==> config.mk <==
export PLATFORM = sky130hd
export DESIGN_NAME = mps_top
export DESIGN_NICKNAME = d
export VERILOG_FILES = /design/src/shared/mps_pkg.sv /design/src/verilog/mps_blink.sv /design/src/verilog/mps_top.sv
export VERILOG_INCLUDE_DIRS = /design/src /design/src/shared
export SDC_FILE = /design/constraint.sdc
export NUM_CORES = 1
export LEC_CHECK = 0
export CORE_MARGIN = 3
export CORE_UTILIZATION = 46
export CTS_CLUSTER_DIAMETER = 60
export DETAILED_ROUTE_END_ITERATION = 8
export DONT_BUFFER_PORTS = 1
export HOLD_SLACK_MARGIN = 0.02
export PLACE_DENSITY_LB_ADDON = 0.12
export SYNTH_ARGS = -nofsm -noshare
export SYNTH_HDL_FRONTEND = slang
export SYNTH_SLANG_ARGS = --single-unit
==> constraint.sdc <==
create_clock -name clk_sys -period 10 [get_ports clk_sys]
set_clock_uncertainty 0.1 [all_clocks]
set_input_delay 2 -clock clk_sys [delete_from_list [all_inputs] [get_ports clk_sys]]
set_output_delay 2 -clock clk_sys [all_outputs]
set_load 0.05 [all_outputs]
==> src/shared/mps_cfg.svh <==
// Constants for the motor protection status and setpoint block
`ifndef MPS_CFG_SVH
`define MPS_CFG_SVH
// Timing figures in their own units
`define MPS_CLK_HZ        10_000_000
`define MPS_OVL_LOW_HZ    2
`define MPS_OVL_HIGH_HZ   5
`define MPS_FLICK_HZ      10
`define MPS_SLOW_HZ       1
`define MPS_WDOG_MS       100
`define MPS_FLICK_S       2
`define MPS_PAUSE_S       1
// Setpoint figures in tenths of an ampere
`define MPS_TENTHS_PER_A  8'h0A
`define MPS_DIGIT_MAX     4'h9
`define MPS_SW_MIN        8'h09
`define MPS_REG_MAX       8'h96
// Error code shown when no rated current is set
`define MPS_ERR_CODE      4'h1
`define MPS_ERR_ARG       4'h0
// Settle delay before an apply, covers switch synchroniser
`define MPS_APPLY_DLY     2'h3
`define MPS_CMD_APPLY_BIT 0
// Register byte addresses
`define MPS_ADR_CTRL      8'h00
`define MPS_ADR_CMD       8'h04
`define MPS_ADR_PH1       8'h08
`define MPS_ADR_PH2       8'h0C
`define MPS_ADR_PH3       8'h10
`define MPS_ADR_STAT      8'h14
`define MPS_ADR_EVT       8'h18
`define MPS_ADR_MASK      8'h1C
`endif

==> src/shared/mps_pkg.sv <==
// Types for the motor protection status and setpoint block
package mps_pkg;
  typedef logic [24:0] mps_cnt_type;  // Long divider counter
  typedef logic [7:0]  mps_amp_type;  // Current in 0.1 A units
  // Divider state
  typedef struct packed {
    mps_cnt_type cnt;
    logic        lvl;
    logic        tick;
  } mps_blink_state_type;
  // Software motor control
  typedef struct packed {
    logic single_phase;
    logic run_left;
    logic run_right;
  } mps_ctrl_type;
  // Three phase setpoints
  typedef struct packed {
    mps_amp_type ph3;
    mps_amp_type ph2;
    mps_amp_type ph1;
  } mps_sp_type;
  // Indicator set
  typedef struct packed {
    logic motor_on;
    logic overload;
    logic run;
    logic stop;
  } mps_led_type;
  // Flash code sequencer
  typedef enum logic [2:0] {
    FL_IDLE   = 3'b000,
    FL_FLICK  = 3'b001,
    FL_PAUSE1 = 3'b010,
    FL_CODE   = 3'b011,
    FL_PAUSE2 = 3'b100,
    FL_ARG    = 3'b101,
    FL_PAUSE3 = 3'b110
  } mps_flash_type;
  // Whole state of the top block
  typedef struct packed {
    logic [7:0]    sw_meta;
    logic [7:0]    sw_sync;
    mps_ctrl_type  ctrl;
    mps_sp_type    regs;
    mps_sp_type    appl;
    logic          reg_mode;
    logic [1:0]    apply_wait;
    logic          fault;
    logic          trip;
    logic          warn;
    logic          comm_lost;
    mps_cnt_type   wdog;
    logic [3:0]    events;
    logic [3:0]    mask;
    logic [15:0]   rdata;
    mps_flash_type flash;
    logic [3:0]    fcnt;
    logic          fon;
    mps_led_type   led;
    logic          coil_r;
    logic          coil_l;
    logic          irq;
  } mps_state_type;
endpackage : mps_pkg

==> src/verilog/mps_blink.sv <==
// Half-period divider giving a blink level and a tick
`timescale 1ns/1ns
`default_nettype none
module mps_blink
  import mps_pkg::*;
#(
  parameter int unsigned HALF_CYC = 250_000
) (
  input  wire logic clk_sys,
  input  wire logic resetn,
  output var  logic lvl,
  output var  logic tick
);
  mps_blink_state_type s_reg;  // Registered state
  mps_blink_state_type s_next; // Next state
  localparam mps_cnt_type LAST = mps_cnt_type'(HALF_CYC - 1);

  // Count a half period, then toggle and tick
  always_comb begin
    s_next      = s_reg;
    s_next.tick = 1'b0;
    if (s_reg.cnt == LAST) begin
      s_next.cnt  = '0;
      s_next.lvl  = ~s_reg.lvl;
      s_next.tick = 1'b1;
    end else begin
      s_next.cnt = s_reg.cnt + 1'b1;
    end
  end

  // Register, cleared on reset
  always_ff @(posedge clk_sys) begin
    if (!resetn) begin
      s_reg <= '0;
    end else begin
      s_reg <= s_next;
    end
  end

  assign lvl  = s_reg.lvl;
  assign tick = s_reg.tick;
endmodule : mps_blink
`default_nettype wire

==> src/verilog/mps_top.sv <==
// Motor protection status indicators, setpoint selection and coil drive
`timescale 1ns/1ns
`default_nettype none
`include "mps_cfg.svh"
module mps_top
  import mps_pkg::*;
#(
  parameter int unsigned WDOG_CYC  = `MPS_WDOG_MS * (`MPS_CLK_HZ / 1000),
  parameter int unsigned HALF_LOW  = `MPS_CLK_HZ / (2 * `MPS_OVL_LOW_HZ),
  parameter int unsigned HALF_HIGH = `MPS_CLK_HZ / (2 * `MPS_OVL_HIGH_HZ),
  parameter int unsigned HALF_FLK  = `MPS_CLK_HZ / (2 * `MPS_FLICK_HZ),
  parameter int unsigned HALF_SLOW = `MPS_CLK_HZ / (2 * `MPS_SLOW_HZ)
) (
  input  wire logic        clk_sys,
  input  wire logic        resetn,
  input  wire logic [3:0]  sw_amp,
  input  wire logic [3:0]  sw_tenth,
  input  wire logic        overload_trip,
  input  wire logic        load_above_max,
  input  wire logic        load_below_min,
  input  wire logic        bus_frame_ok,
  input  wire logic [7:0]  reg_addr,
  input  wire logic [15:0] reg_wdata,
  input  wire logic        reg_wr,
  input  wire logic        reg_rd,
  output var  logic [15:0] reg_rdata,
  output var  logic        irq,
  output var  logic        coil_drive_right,
  output var  logic        coil_drive_left,
  output var  logic        led_motor_on,
  output var  logic        led_overload,
  output var  logic        led_run,
  output var  logic        led_stop,
  output var  logic        reg_mode,
  output var  mps_amp_type rated_current_phase_one,
  output var  mps_amp_type rated_current_phase_two,
  output var  mps_amp_type rated_current_phase_three
);
  // Divider slots
  localparam int BL_LOW  = 0;
  localparam int BL_HIGH = 1;
  localparam int BL_FLK  = 2;
  localparam int BL_SLOW = 3;
  localparam int unsigned HALFS [4] = '{HALF_LOW, HALF_HIGH, HALF_FLK, HALF_SLOW};
  localparam mps_cnt_type WDOG_LAST   = mps_cnt_type'(WDOG_CYC - 1);
  localparam logic [3:0]  FLICK_TICKS = 4'(`MPS_FLICK_S * 2 * `MPS_SLOW_HZ);
  localparam logic [3:0]  PAUSE_TICKS = 4'(`MPS_PAUSE_S * 2 * `MPS_SLOW_HZ);

  mps_state_type s_reg;       // Registered state
  mps_state_type s;           // Next state
  logic [3:0]    blink_lvl;   // Blink levels
  logic [3:0]    blink_tick;  // Half-period ticks
  mps_amp_type   sw_val;      // Switch setpoint
  logic [3:0]    ev_clr;      // Event clear mask
  logic [3:0]    ev_set;      // Event set mask
  logic [3:0]    target;      // Blinks to show
  logic          pause_done;  // Pause elapsed

  // Clamp a decimal digit
  function automatic logic [3:0] dig(input logic [3:0] d);
    return (d > `MPS_DIGIT_MAX) ? `MPS_DIGIT_MAX : d;
  endfunction : dig

  // Both switches to tenths of an ampere
  function automatic mps_amp_type sw_tenths(input logic [7:0] v);
    return 8'(dig(v[7:4]) * `MPS_TENTHS_PER_A) + 8'(dig(v[3:0]));
  endfunction : sw_tenths

  // Limit a written register value
  function automatic mps_amp_type sp_clamp(input logic [7:0] v);
    return (v > `MPS_REG_MAX) ? `MPS_REG_MAX : v;
  endfunction : sp_clamp

  // Four blink dividers
  genvar gi;
  generate
    for (gi = 0; gi < 4; gi++) begin : g_blink
      mps_blink #(.HALF_CYC(HALFS[gi])) u_blink (
        .clk_sys (clk_sys),
        .resetn  (resetn),
        .lvl     (blink_lvl[gi]),
        .tick    (blink_tick[gi])
      );
    end
  endgenerate

  assign sw_val = sw_tenths(s_reg.sw_sync);

  // Next state
  always_comb begin
    s          = s_reg;
    ev_clr     = '0;
    ev_set     = '0;
    target     = '0;
    pause_done = 1'b0;
    // Two-stage switch synchroniser
    s.sw_meta = {sw_amp, sw_tenth};
    s.sw_sync = s_reg.sw_meta;
    // Apply countdown
    if (s_reg.apply_wait != 2'h0) begin
      s.apply_wait = 2'(s_reg.apply_wait - 1'b1);
    end
    // Register writes
    if (reg_wr) begin
      case (reg_addr)
        `MPS_ADR_CTRL: s.ctrl = mps_ctrl_type'(reg_wdata[$bits(mps_ctrl_type)-1:0]);
        `MPS_ADR_CMD: begin
          if (reg_wdata[`MPS_CMD_APPLY_BIT]) begin
            s.apply_wait = `MPS_APPLY_DLY;
          end
        end
        `MPS_ADR_PH1: s.regs.ph1 = sp_clamp(reg_wdata[7:0]);
        `MPS_ADR_PH2: s.regs.ph2 = sp_clamp(reg_wdata[7:0]);
        `MPS_ADR_PH3: s.regs.ph3 = sp_clamp(reg_wdata[7:0]);
        `MPS_ADR_EVT: ev_clr = reg_wdata[3:0];
        `MPS_ADR_MASK: s.mask = reg_wdata[3:0];
        default: ;
      endcase
    end
    // Setpoint apply, only at reset or command
    if (s_reg.apply_wait == 2'h1) begin
      s.reg_mode = (sw_val == '0);
      if (!s.reg_mode) begin
        // One switch value on all phases
        s.appl.ph1 = (sw_val < `MPS_SW_MIN) ? `MPS_SW_MIN : sw_val;
        s.appl.ph2 = s.appl.ph1;
        s.appl.ph3 = s.appl.ph1;
        s.fault    = 1'b0;
      end else if (s_reg.ctrl.single_phase) begin
        // Separate phase currents, extended range
        s.appl  = s_reg.regs;
        s.fault = (s_reg.regs.ph1 == '0) || (s_reg.regs.ph2 == '0)
               || (s_reg.regs.ph3 == '0);
      end else begin
        // First phase register for all phases
        s.appl.ph1 = s_reg.regs.ph1;
        s.appl.ph2 = s_reg.regs.ph1;
        s.appl.ph3 = s_reg.regs.ph1;
        s.fault    = (s_reg.regs.ph1 == '0);
      end
    end
    // Trip latch, released when both run commands drop
    s.trip = overload_trip || (s_reg.trip && (s.ctrl.run_right || s.ctrl.run_left));
    // Coil drive with interlock
    s.coil_r = s.ctrl.run_right && !s.ctrl.run_left && !s.trip && !s.fault;
    s.coil_l = s.ctrl.run_left && !s.ctrl.run_right && !s.trip && !s.fault;
    s.led.motor_on = s.coil_r || s.coil_l;
    s.warn = load_above_max && s.led.motor_on;
    // Overload indicator with priority
    if (s.trip) begin
      s.led.overload = 1'b1;
    end else if (s.warn) begin
      s.led.overload = blink_lvl[BL_HIGH];
    end else if (load_below_min && s.led.motor_on) begin
      s.led.overload = blink_lvl[BL_LOW];
    end else begin
      s.led.overload = 1'b0;
    end
    // Bus watchdog
    if (bus_frame_ok) begin
      s.wdog      = '0;
      s.comm_lost = 1'b0;
    end else if (s_reg.wdog == WDOG_LAST) begin
      s.comm_lost = 1'b1;
    end else begin
      s.wdog = s_reg.wdog + 1'b1;
    end
    s.led.run = !s.comm_lost;
    // Sticky events, set wins over clear
    ev_set = {s.warn && !s_reg.warn, s.fault && !s_reg.fault,
              s.comm_lost && !s_reg.comm_lost, s.trip && !s_reg.trip};
    s.events = (s_reg.events & ~ev_clr) | ev_set;
    s.irq    = |(s.events & s.mask);
    // Flash code sequencer on slow ticks
    target     = (s_reg.flash == FL_CODE) ? `MPS_ERR_CODE : `MPS_ERR_ARG;
    pause_done = blink_tick[BL_SLOW] && (s_reg.fcnt == PAUSE_TICKS - 1'b1);
    unique case (s_reg.flash)
      FL_IDLE: begin
        if (s.fault) begin
          s.flash = FL_FLICK;
          s.fcnt  = '0;
        end
      end
      FL_FLICK: begin
        if (blink_tick[BL_SLOW]) begin
          if (s_reg.fcnt == FLICK_TICKS - 1'b1) begin
            s.flash = FL_PAUSE1;
            s.fcnt  = '0;
          end else begin
            s.fcnt = s_reg.fcnt + 1'b1;
          end
        end
      end
      FL_PAUSE1, FL_PAUSE2, FL_PAUSE3: begin
        if (pause_done) begin
          s.fcnt = '0;
          s.fon  = 1'b1;
          if (s_reg.flash == FL_PAUSE1) begin
            s.flash = FL_CODE;
          end else if (s_reg.flash == FL_PAUSE3) begin
            s.flash = FL_FLICK;
            s.fon   = 1'b0;
          end else if (`MPS_ERR_ARG == 4'h0) begin
            s.flash = FL_PAUSE3;
            s.fon   = 1'b0;
          end else begin
            s.flash = FL_ARG;
          end
        end else if (blink_tick[BL_SLOW]) begin
          s.fcnt = s_reg.fcnt + 1'b1;
        end
      end
      FL_CODE, FL_ARG: begin
        if (blink_tick[BL_SLOW]) begin
          if (s_reg.fon) begin
            s.fon  = 1'b0;
            s.fcnt = s_reg.fcnt + 1'b1;
          end else if (s_reg.fcnt == target) begin
            s.fcnt  = '0;
            s.flash = (s_reg.flash == FL_CODE) ? FL_PAUSE2 : FL_PAUSE3;
          end else begin
            s.fon = 1'b1;
          end
        end
      end
      default: s.flash = FL_IDLE;
    endcase
    if (!s.fault) begin
      s.flash = FL_IDLE;
      s.fon   = 1'b0;
    end
    // Stop indicator
    if (s.fault) begin
      s.led.stop = (s.flash == FL_FLICK) ? blink_lvl[BL_FLK] : s.fon;
    end else begin
      s.led.stop = s.comm_lost;
    end
    // Register read, data one cycle later
    s.rdata = '0;
    if (reg_rd) begin
      case (reg_addr)
        `MPS_ADR_CTRL: s.rdata = 16'($unsigned(s_reg.ctrl));
        `MPS_ADR_PH1:  s.rdata = 16'(s_reg.regs.ph1);
        `MPS_ADR_PH2:  s.rdata = 16'(s_reg.regs.ph2);
        `MPS_ADR_PH3:  s.rdata = 16'(s_reg.regs.ph3);
        `MPS_ADR_STAT: s.rdata = 16'({s_reg.warn, s_reg.fault, s_reg.reg_mode,
                                      s_reg.comm_lost, s_reg.trip});
        `MPS_ADR_EVT:  s.rdata = 16'(s_reg.events);
        `MPS_ADR_MASK: s.rdata = 16'(s_reg.mask);
        default:       s.rdata = '0;
      endcase
    end
  end

  // State register
  always_ff @(posedge clk_sys) begin
    if (!resetn) begin
      s_reg            <= '0;
      s_reg.apply_wait <= `MPS_APPLY_DLY;
    end else begin
      s_reg <= s;
    end
  end

  // Outputs straight from the state register
  assign reg_rdata                 = s_reg.rdata;
  assign irq                       = s_reg.irq;
  assign coil_drive_right          = s_reg.coil_r;
  assign coil_drive_left           = s_reg.coil_l;
  assign led_motor_on              = s_reg.led.motor_on;
  assign led_overload              = s_reg.led.overload;
  assign led_run                   = s_reg.led.run;
  assign led_stop                  = s_reg.led.stop;
  assign reg_mode                  = s_reg.reg_mode;
  assign rated_current_phase_one   = s_reg.appl.ph1;
  assign rated_current_phase_two   = s_reg.appl.ph2;
  assign rated_current_phase_three = s_reg.appl.ph3;
endmodule : mps_top
`default_nettype wire
==> results summary <==
Along the worst path, the maximum fanout reaches 8. The via count of the first global-routing pass came out at 7730. The routed via count divided by cell count came out at between 5 and 6.

The count of endpoints failing hold in the final timing report came to 0. The first routing iteration left 405 violations. The setup fix buffers added after clock tree synthesis is 0. The fraction of post-synthesis cell area in the top cell type by area came out at 0.427. The global-route wire length before repair is just under 40 mm. The number of gates given a new drive strength after cts came out at 0. The yosys synthesis warning count is 0. The net count reported at finish came out at 1288.

The post-synthesis register bit count is around 230. Walking the worst path, the cells encountered are and2b_1 > ha_1 > ha_1 > fa_1 > nand2_1 > nor4bb_1 > a311oi_2 > o21ai_2 > nor2_1 > a22oi_1 > a21boi_0. The mean cell area of the mapped netlist came out at about 8.6 sq um. The number of H-tree levels came out at 1.

Entering global routing, the biggest net connects between 70 and 80 pins. The run finished with clean final reports. After synthesis, the netlist uses between 70 and 80 different library cells. The number of antenna violations at the first check in global routing is 0.

The kind of critical path is flip-flop to flip-flop. The final weighted congestion in routability-driven placement is just under 0.8. The detailed placement HPWL is between 15 and 20 mm. The period utilization came out at 0.387.

For this run, the leading register cell type out of synthesis is dfxtp_1. Yosys attributes the largest share of cell area to dfxtp_1 (43%), nor2_1 (6.8%), xor2_1 (5.3%), nand2_1 (3.4%), xnor2_1 (3.4%). Measured along the x axis, the die boundary spans 160 um. The pre-antenna-repair detailed-routing pass consisted of 5 iterations. Together, buffers and inverters on the worst path number 0. The busiest layer in global routing is met2. Of the total synthesized cell area, the portion taken by AND, OR, NAND and NOR gates is 0.270. The maximum buffer depth of the clock tree is 3. The total inserted antenna cells is 0. The clock transition at the register clock pins on the worst setup and hold paths after CTS came out at around 60 ps. The footprint of the flip-flops and latches came out at roughly 4700 sq um. The global-route track usage on met3 came out at 0.0307. The number of buffer cells added on primary ports came out at 0. The number of max-slew violations in the final report came to 0.

The synthesis-to-finish area growth came out at 7.51%. The number of violations of the max-capacitance limit came out at 0. The most common cell type on the critical path is ha_1. The final core area utilization came out at 0.512. The worst hold-check path type is flip-flop to flip-flop. The area of the core is between 20000 and 25000 sq um. The critical path capture point type is a flip-flop. The floorplan row count came out at 55. The top-level port count came out at 88. The source-to-sink clock delay at the later pin of the worst-skew pair is roughly 520 ps. For this run, design rule violations remaining after detail routing come to 0. The leakage power is 0.00430 uW. Setup repair after global routing left no endpoint under its margin. The remaining number of nets flagged by the antenna check after routing came out at 0. The routed design could run at a clock period as short as between 3000 and 4000 ps.

The detailed-route via count came out at approximately 8300. The die covers 25700 sq um. The total overflow left after global routing is 0. The count of flip-flops with a built-in enable after synthesis came out at 0. The clock net sink count is roughly 230. The upper clock frequency limit is around 260 MHz. The fraction of synthesized area in multiplexers is 0.0300.

The synthesized instance count is 1281. The hold-fix buffer count after cts came out at 0. Counting the buffers created by CTS gives 27.

The summed instance area of the synthesized netlist came out at around 11000 sq um. The fraction of synthesis flops using an asynchronous set or reset pin is 0. The worst voltage drop across the vdd grid came out at 0.116 mV. The floorplan die height is 160 um.

The share of post-route cells with drive strength above 1 came out at 0.0584. The areal power density over the cells is 170 nW/um^2. TritonCTS built the clock tree. The wire length per cell after detailed routing is roughly 15 um. By area, the combinational part of the netlist is dominated by simple AND/OR/NAND/NOR gates. The synthesized-area fraction occupied by ao, oa, aoi and oai cells came out at 0.112.

The kind of cell adding the most delay to the critical path is simple AND/OR/NAND/NOR gates. Data arrives at the worst endpoint at 4220 ps. The final setup violation count came out at 0. In this run the clock root is driven by a clkbuf_16. For this design, the slowest cell found on the critical path is nor2_1. The met2 capacity usage during global routing is 0.283. The register with the most flip-flops in the layout has 100 of them.

The proportion of synthesized chip area in sequential cells came out at 0.427. The filler cell count came out at around 2300. For this configuration, the core starts out at a cell density of 0.476. Headroom to the max-slew limit came out at 0.243. The final wirelength is about 23 mm. The maximum cell stage delay along the critical path is about 670 ps. The area used by multi-input combinational logic is approximately 5700 sq um.

The data required time of the critical path is just over 10000 ps. The adder and majority gate portion of the synthesized area came out at 0.0196. Of the total synthesized cell area, the portion taken by XOR and XNOR cells is 0.0885.

The worst setup path is launched from a flip-flop. Summed over all failing endpoints, the final setup total negative slack is 0 ps. The biggest area contributor in the post-synthesis netlist is dfxtp_1.

The actual slew at the worst max-slew pin came out at 1130 ps. For met1 alone, demand over resource in global routing was 0.240. The global routing usage summed across all routing layers is 0.175.
==> logic make-up after synthesis <==
logic type,count (synthesis)
simple gates,587
flops,234
compound gates,189
buf+inv,112
xor+xnor,110
mux,32
fa+ha+maj,16
other cells,1
==> layout by cell type, fill, tap and decap left out, types with 9 or more instances in the layout <==
cell | netlist | final
a21oi_1 | 63 | 63
and2_1 | 44 | 44
and3_1 | 24 | 24
and4_1 | 15 | 15
clkbuf_16 | 0 | 27
dfxtp_1 | 234 | 234
ha_1 | 14 | 14
inv_1 | 22 | 22
mux2i_1 | 25 | 25
nand2_1 | 99 | 99
nand2b_1 | 12 | 12
nand3_1 | 52 | 52
nand4_1 | 23 | 23
nor2_1 | 198 | 198
nor2b_1 | 29 | 29
nor3_1 | 22 | 22
nor4_1 | 21 | 21
nor4b_1 | 9 | 9
o21a_1 | 9 | 9
o21ai_0 | 50 | 50
or3_1 | 19 | 19
xnor2_1 | 42 | 42
xor2_1 | 67 | 67
==> worst paths after layout <==
kind                            cells after the start                         end  slack, ps  startpoint
worst max-delay path                               11  rated_current_phase_one[1]       6130  s_reg[129]
worst min-delay path                                1                  s_reg[124]        330      s[124]
worst max register to register                     11  rated_current_phase_one[1]       6130  s_reg[129]
worst min register to register                      1                  s_reg[124]        330      s[124]
==> final cells by class <==
cell class	count	area share
clock buffers	39	0.0670
multi-input cells	942	0.486
flip-flops and latches	234	0.397
repair buffers	5	0.00318
well taps	313	0.0332
clock inverters	8	0.00636
inverters	22	0.00700
==> metrics by stage <==
step	cell area, sq um	power (uW)	cells	hold WS, ps	setup WS [ps]
floorplan	11000	1070	1288	312	6060
global placement	10900	1070	1516	318	5720
detailed placement	10900	1070	1516	322	5670
CTS	11800	2030	1563	336	6170
global route	11800	2080	1563	343	5930
finish	11800	2000	1563	332	6130
==> power breakdown <==
group | total [uW] | leakage [uW] | switching (uW) | internal, uW
combinational | 78.2 | 0.00198 | 49.6 | 28.5
sequential | 975 | 0.00189 | 28.2 | 947
clock | 947 | 0.000428 | 375 | 572
==> layer usage <==
| layer | wire [um] | up-vias |
|---|---|---|
| li1 | - | 4283 |
| met1 | 11200 | 3836 |
| met2 | 10300 | 131 |
| met3 | 1020 | 41 |
| met4 | 529 | 0 |
| met5 | 0 | - |
==> synthesized netlist by cell type, types with 4 or more instances <==
| cell | number |
|---|---|
| a21boi_0 | 8 |
| a21o_1 | 5 |
| a21oi_1 | 63 |
| a221oi_1 | 5 |
| a222oi_1 | 4 |
| a22oi_1 | 7 |
| and2_1 | 44 |
| and3_1 | 24 |
| and4_1 | 15 |
| buf_2 | 4 |
| buf_4 | 41 |
| clkbuf_1 | 45 |
| dfxtp_1 | 234 |
| ha_1 | 14 |
| inv_1 | 22 |
| mux2_2 | 7 |
| mux2i_1 | 25 |
| nand2_1 | 99 |
| nand2b_1 | 12 |
| nand3_1 | 52 |
| nand4_1 | 23 |
| nor2_1 | 198 |
| nor2b_1 | 29 |
| nor3_1 | 22 |
| nor4_1 | 21 |
| nor4b_1 | 9 |
| o21a_1 | 9 |
| o21ai_0 | 50 |
| or3_1 | 19 |
| xnor2_1 | 42 |
| xor2_1 | 67 |
Power figures use the tool's default switching activity.
